[src/hdl/startup_timeout_supervisor_regs.svh]
// Command codes, field positions, limits and timing figures of the start-up supervisor
`ifndef STARTUP_TIMEOUT_SUPERVISOR_REGS_SVH
`define STARTUP_TIMEOUT_SUPERVISOR_REGS_SVH

`define CMD_TURN_ON_DELAY 8'h60
`define CMD_SOFT_START_RISE_TIME 8'h61
`define CMD_STARTUP_TIMEOUT_LIMIT 8'h62
`define CMD_STARTUP_TIMEOUT_RESPONSE 8'h63
`define CMD_TURN_OFF_DELAY_TIME 8'h64

`define EXP_MSB 15
`define EXP_LSB 11
`define MAN_MSB 10
`define EXP_QUARTER_MS 5'h1e
`define EXP_HALF_MS 5'h1f

`define ACTION_MSB 7
`define ACTION_LSB 6
`define RETRY_MSB 5
`define RETRY_LSB 3
`define DELAY_MSB 2
`define DELAY_LSB 0
`define ACT_DELAYED 2'h1
`define ACT_SHUTDOWN 2'h2
`define RETRY_LATCH 3'h0
`define RETRY_FOREVER 3'h7

`define RISE_MAX_Q 13'h007f
`define RISE_MIN_Q 13'h0002
`define LIMIT_MAX_Q 13'h01fc
`define ON_DELAY_MAX_Q 13'h01fe
`define OFF_DELAY_MAX_Q 13'h01fe

`define TICK_TIME_NS 50000
`define CLOCK_PERIOD_NS 4
`define SUB_PER_QUARTER 16'h0005
`define SUB_PER_MS 16'h0014

`define GOOD_NUM 8'hd9
`define GOOD_SHIFT 8
`define FAULT_SHIFT 3

`endif

[src/hdl/startup_timeout_supervisor_pkg.sv]
// Types shared by the start-up supervisor
package startup_timeout_supervisor_pkg;
    typedef logic [15:0] word_t;
    typedef logic [12:0] quarters_t;
    typedef enum logic [7:0] {
        ST_OFF = 8'h01,
        ST_ON_DELAY = 8'h02,
        ST_RISE = 8'h04,
        ST_REGULATE = 8'h08,
        ST_FAULT_DELAY = 8'h10,
        ST_RESTART_WAIT = 8'h20,
        ST_LATCHED = 8'h40,
        ST_OFF_DELAY = 8'h80
    } seq_state_e;
endpackage

[src/hdl/sub_ms_timebase.sv]
// Free-running timebase that pulses once per 50 us
`timescale 1ns/1ns
`default_nettype none
module sub_ms_timebase #(
    parameter int TICK_CYCLES = 12500
) (
    // Clock and reset
    input wire logic clock,
    input wire logic reset_n,
    input wire logic clock_enable,
    // Tick
    output logic tick
);
    logic [15:0] count_q;
    always_ff @(posedge clock or negedge reset_n) begin
        if (!reset_n) begin
            count_q <= 16'h0000;
            tick <= 1'b0;
        end else if (clock_enable) begin
            tick <= (count_q == 16'(TICK_CYCLES - 1));
            if (count_q == 16'(TICK_CYCLES - 1)) begin
                count_q <= 16'h0000;
            end else begin
                count_q <= count_q + 16'h0001;
            end
        end
    end
endmodule
`default_nettype wire

[src/hdl/startup_timeout_supervisor.sv]
// Start-up and shut-down sequencer with start-up timeout supervision
// Function
// - Rise time 0 to 31.75 ms in 0.25 ms steps; below 0.5 ms acts as 0.5 ms.
// - Bad writes are rejected, flagged and reported.
// - Timeout runs from turn-on delay end until output reaches 85 percent.
// - Timeout limit programmable 0 to 127 ms in 0.5 ms steps.
// - At expiry, last sample below 87.5 percent of command is a fault.
// - Telemetry lag may flag a fault for dips up to 2 ms before expiry.
// - A zero timeout limit disables timeout detection.
// - Undervoltage detection is armed only when the rise time ends.
// - Timeout fault sets three status flags and notifies the host.
// - Action field: ignore, delayed or immediate shutdown; 11b invalid.
// - Retry field: 0 latches off, 1 to 6 retries, 7 retries forever.
// - Delay field sets shutdown delay in ms and restart wait in rises.
// - Turn-off delay runs from stop until energy delivery ends.
// - Timing words: exponent 15:11, mantissa 10:0, mantissas from NVM.
// - Turn-on delay 0 to 127.5 ms in 0.5 ms steps before the rise.
// - Rise time sets ramp slope so the ramp lasts the rise time.
// - Turn-off delay 0 to 127.5 ms in 0.25 ms steps less up to 50 us.
`include "startup_timeout_supervisor_regs.svh"
`timescale 1ns/1ns
`default_nettype none
module startup_timeout_supervisor #(
    parameter int TICK_CYCLES = `TICK_TIME_NS / `CLOCK_PERIOD_NS
) (
    // Clock and reset
    input wire logic clock,
    input wire logic reset_n,
    input wire logic clock_enable,
    // Command port
    input wire logic cmd_write,
    input wire logic cmd_read,
    input wire logic [7:0] cmd_code,
    input wire startup_timeout_supervisor_pkg::word_t cmd_wdata,
    output startup_timeout_supervisor_pkg::word_t read_data,
    output logic read_valid,
    // Non-volatile defaults
    input wire logic [10:0] nvm_rise_time_mantissa,
    input wire logic [10:0] nvm_timeout_limit_mantissa,
    input wire logic [7:0] nvm_timeout_response,
    input wire logic [10:0] nvm_on_delay_mantissa,
    input wire logic [10:0] nvm_off_delay_mantissa,
    // Converter side
    input wire logic run_request,
    input wire startup_timeout_supervisor_pkg::word_t vout_command,
    input wire startup_timeout_supervisor_pkg::word_t vout_sample,
    input wire logic vout_sample_valid,
    output logic power_stage_enable,
    output logic ramp_active,
    output startup_timeout_supervisor_pkg::word_t ramp_elapsed,
    output startup_timeout_supervisor_pkg::word_t ramp_span,
    output logic uv_detect_armed,
    // Status and notification
    input wire logic clear_faults,
    output logic status_invalid_data,
    output logic status_none_above,
    output logic status_word_vout,
    output logic status_vout_timeout,
    output logic host_alert_n,
    output logic fault_event
);
    import startup_timeout_supervisor_pkg::*;

    // Word to {valid, quarters}; only exponents -2 and -1 are legal
    function automatic logic [13:0] to_quarters(input word_t w);
        logic [4:0] e;
        logic [10:0] m;
        e = w[`EXP_MSB:`EXP_LSB];
        m = w[`MAN_MSB:0];
        if (m[`MAN_MSB]) begin
            to_quarters = 14'h0000;
        end else if (e == `EXP_QUARTER_MS) begin
            to_quarters = {1'b1, 2'b00, m};
        end else if (e == `EXP_HALF_MS) begin
            to_quarters = {1'b1, 1'b0, m, 1'b0};
        end else begin
            to_quarters = 14'h0000;
        end
    endfunction

    function automatic word_t to_sub(input quarters_t q);
        to_sub = 16'({3'b000, q} * `SUB_PER_QUARTER);
    endfunction

    logic tick;
    sub_ms_timebase #(.TICK_CYCLES(TICK_CYCLES)) u_timebase (
        .clock(clock),
        .reset_n(reset_n),
        .clock_enable(clock_enable),
        .tick(tick)
    );

    // Register file
    quarters_t rise_q, limit_q, on_delay_q, off_delay_q;
    logic [7:0] response_q;
    logic loaded_q;
    logic invalid_write;
    logic [13:0] wq;
    logic [1:0] w_action;
    always_comb begin
        wq = to_quarters(cmd_wdata);
        w_action = cmd_wdata[`ACTION_MSB:`ACTION_LSB];
        invalid_write = 1'b0;
        if (cmd_write) begin
            case (cmd_code)
                `CMD_SOFT_START_RISE_TIME: invalid_write = !wq[13] || wq[12:0] > `RISE_MAX_Q;
                `CMD_STARTUP_TIMEOUT_LIMIT: invalid_write = !wq[13] || wq[0]
                    || wq[12:0] > `LIMIT_MAX_Q;
                `CMD_STARTUP_TIMEOUT_RESPONSE: invalid_write = (cmd_wdata[15:8] != 8'h00)
                    || (w_action == 2'h3);
                `CMD_TURN_ON_DELAY: invalid_write = !wq[13] || wq[0]
                    || wq[12:0] > `ON_DELAY_MAX_Q;
                `CMD_TURN_OFF_DELAY_TIME: invalid_write = !wq[13]
                    || wq[12:0] > `OFF_DELAY_MAX_Q;
                default: invalid_write = 1'b1;
            endcase
        end
    end

    // Defaults are caught from NVM on the first enabled cycle after reset release
    always_ff @(posedge clock or negedge reset_n) begin
        if (!reset_n) begin
            loaded_q <= 1'b0;
            rise_q <= 13'h0000;
            limit_q <= 13'h0000;
            response_q <= 8'h00;
            on_delay_q <= 13'h0000;
            off_delay_q <= 13'h0000;
        end else if (clock_enable) begin
            if (!loaded_q) begin
                loaded_q <= 1'b1;
                rise_q <= {2'b00, nvm_rise_time_mantissa};
                limit_q <= {1'b0, nvm_timeout_limit_mantissa, 1'b0};
                response_q <= nvm_timeout_response;
                on_delay_q <= {1'b0, nvm_on_delay_mantissa, 1'b0};
                off_delay_q <= {1'b0, nvm_off_delay_mantissa, 1'b0};
            end else if (cmd_write && !invalid_write) begin
                case (cmd_code)
                    `CMD_SOFT_START_RISE_TIME: rise_q <= wq[12:0];
                    `CMD_STARTUP_TIMEOUT_LIMIT: limit_q <= wq[12:0];
                    `CMD_STARTUP_TIMEOUT_RESPONSE: response_q <= cmd_wdata[7:0];
                    `CMD_TURN_ON_DELAY: on_delay_q <= wq[12:0];
                    `CMD_TURN_OFF_DELAY_TIME: off_delay_q <= wq[12:0];
                    default: ;
                endcase
            end
        end
    end

    // Reads answer one cycle later in the native exponent of each word
    always_ff @(posedge clock or negedge reset_n) begin
        if (!reset_n) begin
            read_data <= 16'h0000;
            read_valid <= 1'b0;
        end else if (clock_enable) begin
            read_valid <= cmd_read;
            if (cmd_read) begin
                case (cmd_code)
                    `CMD_SOFT_START_RISE_TIME: read_data <= {`EXP_QUARTER_MS, rise_q[10:0]};
                    `CMD_STARTUP_TIMEOUT_LIMIT: read_data <= {`EXP_HALF_MS, limit_q[11:1]};
                    `CMD_STARTUP_TIMEOUT_RESPONSE: read_data <= {8'h00, response_q};
                    `CMD_TURN_ON_DELAY: read_data <= {`EXP_HALF_MS, on_delay_q[11:1]};
                    `CMD_TURN_OFF_DELAY_TIME: read_data <= {`EXP_QUARTER_MS, off_delay_q[10:0]};
                    default: read_data <= 16'h0000;
                endcase
            end
        end
    end

    // Effective intervals in 50 us units
    logic [2:0] delay_code, retry_code;
    logic [1:0] action;
    word_t rise_sub, limit_sub, on_sub, off_sub, delay_sub, wait_sub;
    logic [18:0] wait_prod;
    always_comb begin
        action = response_q[`ACTION_MSB:`ACTION_LSB];
        retry_code = response_q[`RETRY_MSB:`RETRY_LSB];
        delay_code = response_q[`DELAY_MSB:`DELAY_LSB];
        rise_sub = to_sub((rise_q < `RISE_MIN_Q) ? `RISE_MIN_Q : rise_q);
        limit_sub = to_sub(limit_q);
        on_sub = to_sub(on_delay_q);
        off_sub = to_sub(off_delay_q);
        delay_sub = 16'({13'h0000, delay_code} * `SUB_PER_MS);
        wait_prod = rise_sub * ((delay_code == 3'h0) ? 3'h1 : delay_code);
        wait_sub = wait_prod[15:0];
    end

    // Telemetry thresholds
    word_t last_sample_q;
    logic [23:0] good_prod;
    logic below_fault, reached_good;
    always_comb begin
        good_prod = vout_command * `GOOD_NUM;
        reached_good = last_sample_q >= good_prod[`GOOD_SHIFT +: 16];
        below_fault = last_sample_q < (vout_command - (vout_command >> `FAULT_SHIFT));
    end
    // Only the latest sample is kept, so a dip seen up to the telemetry lag before expiry counts
    always_ff @(posedge clock or negedge reset_n) begin
        if (!reset_n) begin
            last_sample_q <= 16'h0000;
        end else if (clock_enable && vout_sample_valid) begin
            last_sample_q <= vout_sample;
        end
    end

    // Sequencer
    seq_state_e state_q, state_d;
    word_t timer_q, timeout_q;
    logic timeout_active_q, timeout_fault;
    logic [2:0] retries_left_q;
    logic out_of_retries;
    assign out_of_retries = (retry_code == `RETRY_LATCH)
        || (retry_code != `RETRY_FOREVER && retries_left_q == 3'h0);

    always_comb begin
        state_d = state_q;
        case (state_q)
            ST_OFF: if (run_request && loaded_q) state_d = ST_ON_DELAY;
            ST_ON_DELAY: begin
                if (!run_request) state_d = ST_OFF;
                else if (timer_q == 16'h0000) state_d = ST_RISE;
            end
            ST_RISE: begin
                if (!run_request) state_d = ST_OFF_DELAY;
                else if (timer_q == 16'h0000) state_d = ST_REGULATE;
            end
            ST_REGULATE: begin
                if (!run_request) state_d = ST_OFF_DELAY;
                else if (timeout_fault && action == `ACT_DELAYED) state_d = ST_FAULT_DELAY;
                else if (timeout_fault && action == `ACT_SHUTDOWN) begin
                    state_d = out_of_retries ? ST_LATCHED : ST_RESTART_WAIT;
                end
            end
            ST_FAULT_DELAY: begin
                if (!run_request) state_d = ST_OFF_DELAY;
                else if (timer_q == 16'h0000) begin
                    if (!below_fault) state_d = ST_REGULATE;
                    else state_d = out_of_retries ? ST_LATCHED : ST_RESTART_WAIT;
                end
            end
            ST_RESTART_WAIT: begin
                if (!run_request) state_d = ST_OFF;
                else if (timer_q == 16'h0000) state_d = ST_ON_DELAY;
            end
            ST_LATCHED: if (!run_request) state_d = ST_OFF;
            ST_OFF_DELAY: if (timer_q == 16'h0000) state_d = ST_OFF;
            default: state_d = ST_OFF;
        endcase
    end

    always_ff @(posedge clock or negedge reset_n) begin
        if (!reset_n) begin
            state_q <= ST_OFF;
            timer_q <= 16'h0000;
        end else if (clock_enable) begin
            state_q <= state_d;
            if (state_d != state_q) begin
                case (state_d)
                    ST_ON_DELAY: timer_q <= on_sub;
                    ST_RISE: timer_q <= rise_sub;
                    ST_FAULT_DELAY: timer_q <= delay_sub;
                    ST_RESTART_WAIT: timer_q <= wait_sub;
                    ST_OFF_DELAY: timer_q <= off_sub;
                    default: timer_q <= 16'h0000;
                endcase
            end else if (tick && timer_q != 16'h0000) begin
                timer_q <= timer_q - 16'h0001;
            end
        end
    end

    // Retries restart from the field on each fresh start and after a good start
    always_ff @(posedge clock or negedge reset_n) begin
        if (!reset_n) begin
            retries_left_q <= 3'h0;
        end else if (clock_enable) begin
            if (state_q == ST_OFF || (timeout_active_q && reached_good)) begin
                retries_left_q <= retry_code;
            end else if (state_d == ST_RESTART_WAIT && state_q != ST_RESTART_WAIT
                && retry_code != `RETRY_FOREVER) begin
                retries_left_q <= retries_left_q - 3'h1;
            end
        end
    end

    // Timeout supervision from the end of the turn-on delay
    assign timeout_fault = timeout_active_q && timeout_q == 16'h0000 && below_fault;
    always_ff @(posedge clock or negedge reset_n) begin
        if (!reset_n) begin
            timeout_active_q <= 1'b0;
            timeout_q <= 16'h0000;
        end else if (clock_enable) begin
            if (state_q == ST_ON_DELAY && state_d == ST_RISE) begin
                timeout_active_q <= (limit_q != 13'h0000);
                timeout_q <= limit_sub;
            end else if (!power_stage_enable || reached_good || timeout_q == 16'h0000) begin
                timeout_active_q <= 1'b0;
            end else if (tick) begin
                timeout_q <= timeout_q - 16'h0001;
            end
        end
    end

    // Converter controls
    always_ff @(posedge clock or negedge reset_n) begin
        if (!reset_n) begin
            power_stage_enable <= 1'b0;
            ramp_active <= 1'b0;
            ramp_elapsed <= 16'h0000;
            ramp_span <= 16'h0000;
            uv_detect_armed <= 1'b0;
        end else if (clock_enable) begin
            power_stage_enable <= (state_d == ST_RISE) || (state_d == ST_REGULATE)
                || (state_d == ST_FAULT_DELAY) || (state_d == ST_OFF_DELAY);
            ramp_active <= (state_d == ST_RISE);
            ramp_span <= rise_sub;
            if (state_d == ST_RISE && state_q != ST_RISE) ramp_elapsed <= 16'h0000;
            else if (state_q == ST_RISE && tick) ramp_elapsed <= ramp_elapsed + 16'h0001;
            if (state_q == ST_RISE && state_d == ST_REGULATE) uv_detect_armed <= 1'b1;
            else if (state_d != ST_REGULATE && state_d != ST_FAULT_DELAY) uv_detect_armed <= 1'b0;
        end
    end

    // Status flags: a new event in the clearing cycle keeps its flag
    always_ff @(posedge clock or negedge reset_n) begin
        if (!reset_n) begin
            status_invalid_data <= 1'b0;
            status_none_above <= 1'b0;
            status_word_vout <= 1'b0;
            status_vout_timeout <= 1'b0;
            fault_event <= 1'b0;
            host_alert_n <= 1'b1;
        end else if (clock_enable) begin
            status_invalid_data <= invalid_write || (status_invalid_data && !clear_faults);
            status_none_above <= timeout_fault || (status_none_above && !clear_faults);
            status_word_vout <= timeout_fault || (status_word_vout && !clear_faults);
            status_vout_timeout <= timeout_fault || (status_vout_timeout && !clear_faults);
            fault_event <= timeout_fault || invalid_write;
            host_alert_n <= !(timeout_fault || invalid_write
                || ((status_invalid_data || status_vout_timeout) && !clear_faults));
        end
    end
endmodule
`default_nettype wire

[config.mk]
export PLATFORM = sky130hd
export DESIGN_NAME = startup_timeout_supervisor
export DESIGN_NICKNAME = d
export VERILOG_FILES = /design/src/hdl/startup_timeout_supervisor_pkg.sv /design/src/hdl/sub_ms_timebase.sv /design/src/hdl/startup_timeout_supervisor.sv
export VERILOG_INCLUDE_DIRS = /design/src /design/src/hdl
export SDC_FILE = /design/constraint.sdc
export NUM_CORES = 1
export LEC_CHECK = 0
export ABC_CLOCK_PERIOD_IN_PS = 9190
export BUFFER_PORTS_ARGS = -buffer_cell sky130_fd_sc_hd__buf_2
export CAP_MARGIN = 5
export CELL_PAD_IN_SITES_DETAIL_PLACEMENT = 2
export CELL_PAD_IN_SITES_GLOBAL_PLACEMENT = 2
export CORE_ASPECT_RATIO = 0.9
export CORE_MARGIN = 1.5
export CORE_UTILIZATION = 41
export DETAILED_ROUTE_END_ITERATION = 12
export PLACE_DENSITY = 0.93
export SLEW_MARGIN = 20
export SYNTH_ARGS = -nofsm -noshare
export SYNTH_HDL_FRONTEND = slang
export SYNTH_SLANG_ARGS = --single-unit
[constraint.sdc]
create_clock -name clock -period 9.19 [get_ports clock]
set_clock_uncertainty 0.1 [all_clocks]
set_input_delay 0.919 -clock clock [delete_from_list [all_inputs] [get_ports clock]]
set_output_delay 0.919 -clock clock [all_outputs]
set_load 0.02 [all_outputs]
# Word level (Yosys, flattened, before mapping)
# Index checks and enable logic that the tools add are counted.
dict set report classes {
  n_mul 7
  n_lt_le_gt_ge 6
  addsub 6
  eq_ne 38
  n_mux 55
  n_reduce_logical 73
}
# operator n
set ops {}
lappend ops {{two-way mux 13 bit} 13}
lappend ops {{case mux 16 bit (5 select lines)} 2}
lappend ops {{two-way mux 8 bit} 17}
lappend ops {{two-way mux 16 bit} 8}
lappend ops {{multiplier 13 x 3 -> 16 bit (second input constant)} 4}
lappend ops {{case mux 8 bit (8 select lines)} 1}
lappend ops {{equality test 8 x 7 -> 1 bit (second input constant)} 6}
lappend ops {{two-way mux 14 bit} 3}
lappend ops {{adder 16 x 1 -> 16 bit (second input constant)} 2}
lappend ops {{logical NOT 16 bit} 2}
lappend ops {{subtractor 16 x 1 -> 16 bit (second input constant)} 2}
lappend ops {{> comparator 13 x 9 -> 1 bit (second input constant)} 2}
lappend ops {{multiplier 16 x 8 -> 24 bit (second input constant)} 1}
lappend ops {{logical AND 1 bit} 22}
lappend ops {{logical OR 1 bit} 20}
lappend ops {{AND reduction 3 bit} 6}
lappend ops {{equality test 16 x 14 -> 1 bit (second input constant)} 1}
lappend ops {{equality test 8 x 2 -> 1 bit (second input constant)} 2}
lappend ops {{equality test 8 x 3 -> 1 bit (second input constant)} 2}
lappend ops {{equality test 8 x 4 -> 1 bit (second input constant)} 2}
lappend ops {{equality test 8 x 5 -> 1 bit (second input constant)} 2}
lappend ops {{equality test 8 x 6 -> 1 bit (second input constant)} 2}
lappend ops {{equality test 8 bit (second input constant)} 2}
lappend ops {{>= comparator 16 bit} 1}
lappend ops {{other kinds (30)} 60}
dict set report word_totals {
  ff_bits 196
  in_bits 116
  out_inout_bits 58
  word_cells 212
}

# Depth between registers and ports, before layout
dict set report depth {
  ltp_word 13
  ltp_mapped 27
  depth_no_buf 26
}

# Hierarchy
# Synthesis repeated with hierarchy kept, for this count alone.
dict set report hier_totals {
  hier_cells 1934
  hier_area_um2 16836.1
}
# module instances cells_each area_per_inst_um2 seq_area_each_um2
set by_module_without_submodules {}
lappend by_module_without_submodules {startup_timeout_supervisor 1 1854 15995.3 4231.6}
lappend by_module_without_submodules {sub_ms_timebase 1 80 840.8 425.4}

# Worst setup path before layout
# Ideal clock, no wire load.
dict set report synth_timing {
  kind {input-to-reg}
  start {input port vout_command[2]}
  end {register timeout_q[13]}
  t_arrival_ns 6.724
  cell_stages 25
  setup_time_ns 0.116
  path_slack_ns 2.250
  cell_sequence {ha_1 -> inv_1 -> fa_1 -> inv_1 -> fa_1 -> inv_1 -> fa_1 -> inv_1 -> ha_1 -> inv_1 -> a2111oi_0 -> o21a_1 -> nor2_1 -> nor2b_1 -> o21a_1 -> nor3_1 -> or2_2 -> ha_1 -> a21o_1 -> a2111oi_0 -> o21ai_0 -> a211o_1 -> clkbuf_1 -> or3_1 -> o311ai_0}
}
dict set report synth_between {
  elab_chain_cells 12
}
# item line_no
set synth_rtl {}
lappend synth_rtl {{from (decl)} startup_timeout_supervisor.sv:45} ;# input wire startup_timeout_supervisor_pkg::word_t vout_command,
lappend synth_rtl {{subtractor 16 x 13 -> 16 bit} startup_timeout_supervisor.sv:195} ;# below_fault = last_sample_q < (vout_command - (vout_command >> `FAULT_SHIFT));
lappend synth_rtl {{< comparator 16 bit} startup_timeout_supervisor.sv:195}
lappend synth_rtl {{logical AND 1 bit} startup_timeout_supervisor.sv:287} ;# assign timeout_fault = timeout_active_q && timeout_q == 16'h0000 && below_fault;
lappend synth_rtl {{logical AND 1 bit (no source line)} -}
lappend synth_rtl {{two-way mux 8 bit} startup_timeout_supervisor.sv:230} ;# else if (timeout_fault && action == `ACT_SHUTDOWN) begin
lappend synth_rtl {{two-way mux 8 bit} startup_timeout_supervisor.sv:229} ;# else if (timeout_fault && action == `ACT_DELAYED) state_d = ST_FAULT_DELAY;
lappend synth_rtl {{two-way mux 8 bit} startup_timeout_supervisor.sv:228} ;# if (!run_request) state_d = ST_OFF_DELAY;
lappend synth_rtl {{case mux 8 bit (8 select lines)} startup_timeout_supervisor.sv:217} ;# case (state_q)
lappend synth_rtl {{equality test 8 x 3 -> 1 bit} startup_timeout_supervisor.sv:293} ;# if (state_q == ST_ON_DELAY && state_d == ST_RISE) begin
lappend synth_rtl {{logical AND 1 bit} startup_timeout_supervisor.sv:293}
lappend synth_rtl {{!= test 2 bit (no source line) or nonzero test 2 bit (tied branches)} -}
lappend synth_rtl {{AND reduction 3 bit (no source line)} -}
lappend synth_rtl {{to (signal assigned)} startup_timeout_supervisor.sv:295} ;# timeout_q <= limit_sub;
lappend synth_rtl {{to (signal assigned)} startup_timeout_supervisor.sv:299} ;# timeout_q <= timeout_q - 16'h0001;
lappend synth_rtl {{to (decl)} startup_timeout_supervisor.sv:208} ;# word_t timer_q, timeout_q;
# Several ways; a longest one is shown, not always the timed one.
# A chain may end at the register's enable or synchronous reset.

# Worst setup path after layout
dict set report layout_timing {
  start {input port vout_command[3]}
  end {register timeout_q[7]}
}
# The elaborated chain is that of the path after synthesis.

==> results.ini <==
[cts]
path_clk_slew_ps = 80
ctsResizeCount = 0
cts_setup_buffers = 0
cts_buffers = 17
cts_root_buf = clkbuf_16
cts_hold_buf = 0
h-tree-depth = 4
cts_max_path_buffers = 2
cts.sinks = 186
insertion_delay_ps = 500
cts_tree = done

[worst_setup_path]
slowest_stage = a2111oi_0
rr_worst_depth = 22
timing.rr.start = rise_q[10]$_DFFE_PN0P_
crit_fanout = 5
startpoint = vout_command[3]
timing.critical_path.mode_cell = inv_1
worstSetupEndpointType = flip-flop
worst-setup-path-type = in -> reg
worst_ep_arrival_time_ps = 8300
ff2ff_setup_slack_ps = 2200
max_stage_delay_ps = 1080
cp_data_required_time_ps = 9400
cp-start-kind = input pin
rr_endpoint = timer_q[15]$_DFFE_PN0P_

[drt]
num_vias = 16856
routed_wl_um = 75050
via_per_inst = 6.458
avgRoutedWirePerCell_um = 28.76
antenna_left = 0
drc = 0
drt_iter0_markers = 1407
dr.pass1.iters = 8

[finish]
diodes = 0
finalInstanceArea_um2 = 19120
n_fill_cell = 4479
areaGrowthSynthToFinish_pct = 10.61
nets = 2429
layout-drive-gt1-share_pct = 14.64

[global_routing]
grt_usage_pct = 35.17
grt_pass1_vias = 19140
grt_overflow = 0
grt_max_degree = 85
grt_pass1_wl_um = 115800
grt_antenna_before_repair = 1

[pwr]
p_int_w = 0.002044
clkPwrFrac_pct = 22.6
p_total_w = 0.003655
combPwrFrac_pct = 49.0
peakVddDrop_v = 0.0001384
sequentialPowerShare_pct = 28.3
switchingPower_w = 0.001611
leakagePower_nw = 9.345
p_per_area_nw_per_um2 = 191.2
switching_share_pct = 44.07

[floorplan]
pin_count = 174
die_width_um = 219.4
die_area_um2 = 43390
rows = 71
coreArea_um2 = 41660
die-height_um = 197.8
start_util_pct = 41.48

[timing]
tightest_slew_ps = 1112
fin_setup_tns_ps = 0
finalSetupViolations = 0
fin_crit_ps = 8089
slew_headroom_pct = 23.93
drv_slew = 0
max_freq_mhz = 123.6
rsz0062_at_grt = false
final-hold-violation-count = 0
period_share_pct = 88.02

[logic_synthesis]
syn-mean-instance-area_um2 = 8.936
synth-async-reset-ratio_pct = 100.0
ys_types = 101
synthCells = 1934
synth_top_area_share_pct = 26.64
synth_edf_count = 0
syn_area_um2 = 17280
ys.flop_type = dfrtp_1
synth_seq_area_share_pct = 26.95
ys_ff_latch = 186
yosysMostFrequentCell = ha_1
synth.area.top_cells = dfrtp_1 27%, ha_1 15%, fa_1 6.3%
ys_warn_count = 0
synthTopCellsByCount = 209 x ha_1, 184 x dfrtp_1, 168 x nand2_1
synth_area_leader_cell = dfrtp_1

[place]
hpwl_um = 54080
place_congestion = 0.8879
placed_cell_area_um2 = 18500
numPortBuffers = 171

[job]
cap_violations = 0

[hold_path]
hold_path.class = in -> async

[status]
status = complete, no violations

-- metrics by stage --
step | setup WS, ps | instances | util, % | hold WS, ps
after global routing | 866.8 | 2610 | 45.88 | 411.2
final | 1101 | 2610 | 45.88 | 347.4
after CTS | 1275 | 2610 | 45.87 | 386.8
after detailed placement | 782.2 | 2578 | 44.41 | 371.4
after floorplan | 2250 | 1935 | - | 338.5
after global placement | 1479 | 2578 | 44.39 | 355.9
-- critical path: cells and delay by family --
kind | cells | cell delay (ps)
compound gates | 9 | 3570
fa+ha+maj | 6 | 2580
simple gates | 5 | 800
buf+inv | 6 | 450
-- power groups by stage --
stage                     Sequential, W  Clock, W  Combinational, W
after floorplan                 0.00100         0           0.00112
after global placement          0.00103         0           0.00149
after detailed placement        0.00104         0           0.00171
after CTS                       0.00103  0.000832           0.00177
after global routing            0.00104  0.000857           0.00194
final                           0.00104  0.000827           0.00179
-- flip-flops by register name, indices dropped and copies added (netlist names), 3 cells and up --
| register | flops |
|---|---|
| response_q | 8 |
| u_timebase.count_q | 16 |
| retries_left_q | 3 |
| read_data | 13 |
| rise_q | 11 |
| timer_q | 16 |
| last_sample_q | 16 |
| timeout_q | 16 |
| ramp_span | 14 |
| on_delay_q | 12 |
| ramp_elapsed | 16 |
| off_delay_q | 12 |
| state_q | 8 |
| limit_q | 12 |
-- area by class of cell --
class / count / area [um^2] / share of cell area (%)
well taps: 547 / 684.4 / 3.580
inverters: 149 / 559.3 / 2.926
repair buffers: 184 / 962.2 / 5.033
clock buffers: 20 / 446.7 / 2.337
clock inverters: 12 / 163.9 / 0.8574
multi-input cells: 1512 / 11640 / 60.90
flip-flops and latches: 186 / 4657 / 24.36
-- placed cells by master, fill, tap and decap left out, drive strengths merged, types with 12 or more instances in the layout --
cell type	netlist	layout
a211oi	17	17
nand2b	50	50
o31ai	12	12
xnor2	48	48
or4	16	16
nor2b	17	17
mux2i	12	12
fa	54	54
nor2	143	143
mux2	40	40
inv	149	152
nor3	40	40
o21ai	96	96
nor4	21	21
dfrtp	184	184
a21oi	98	98
nand2	168	168
ha	209	209
nand4	22	22
o21a	17	17
a31oi	28	28
and3	16	16
clkbuf	66	21
buf	20	183
nand3	53	53
or2	12	12
and2	14	14
a22o	16	16
o211ai	14	14
xor2	41	41
a222oi	12	12
a21o	54	54
-- how the worst max path moves through the flow --
stage / endpoint / slack [ps] / cells after the start
2_1_floorplan: timeout_q[13]$_DFFE_PN0P_ / 2250 / 25
3_3_place_gp: timeout_q[14]$_DFFE_PN0P_ / 1480 / 25
3_5_place_dp: timeout_q[7]$_DFFE_PN0P_ / 780 / 26
4_1_cts: timeout_q[7]$_DFFE_PN0P_ / 1280 / 26
5_1_grt: timeout_q[7]$_DFFE_PN0P_ / 870 / 26
6_report: timeout_q[7]$_DFFE_PN0P_ / 1100 / 26
-- cell families (layout without fill, tap and decap cells) --
| logic type | after synthesis | count (layout) | synth area share, % |
|---|---|---|---|
| adders and majority gates | 263 | 263 | 21.39 |
| AOI/OAI and AO/OA | 484 | 484 | 19.45 |
| muxes | 55 | 55 | 3.692 |
| other | 1 | 2 | 0.02170 |
| xor gates and xnor gates | 89 | 89 | 4.511 |
| and+or+nand+nor | 619 | 619 | 18.22 |
| DFF | 186 | 186 | 26.95 |
| buffers and inverters | 237 | 365 | 5.770 |
-- per-layer routing --
metal	global-route usage (%)	share of wire (%)	vias to the layer above
met5	0	0.021	-
met4	19.41	5.2	2
met3	5.407	5.7	253
met2	60.97	50	777
met1	41.57	39	8618
li1	-	-	7206
Power figures use the tool's default switching activity.
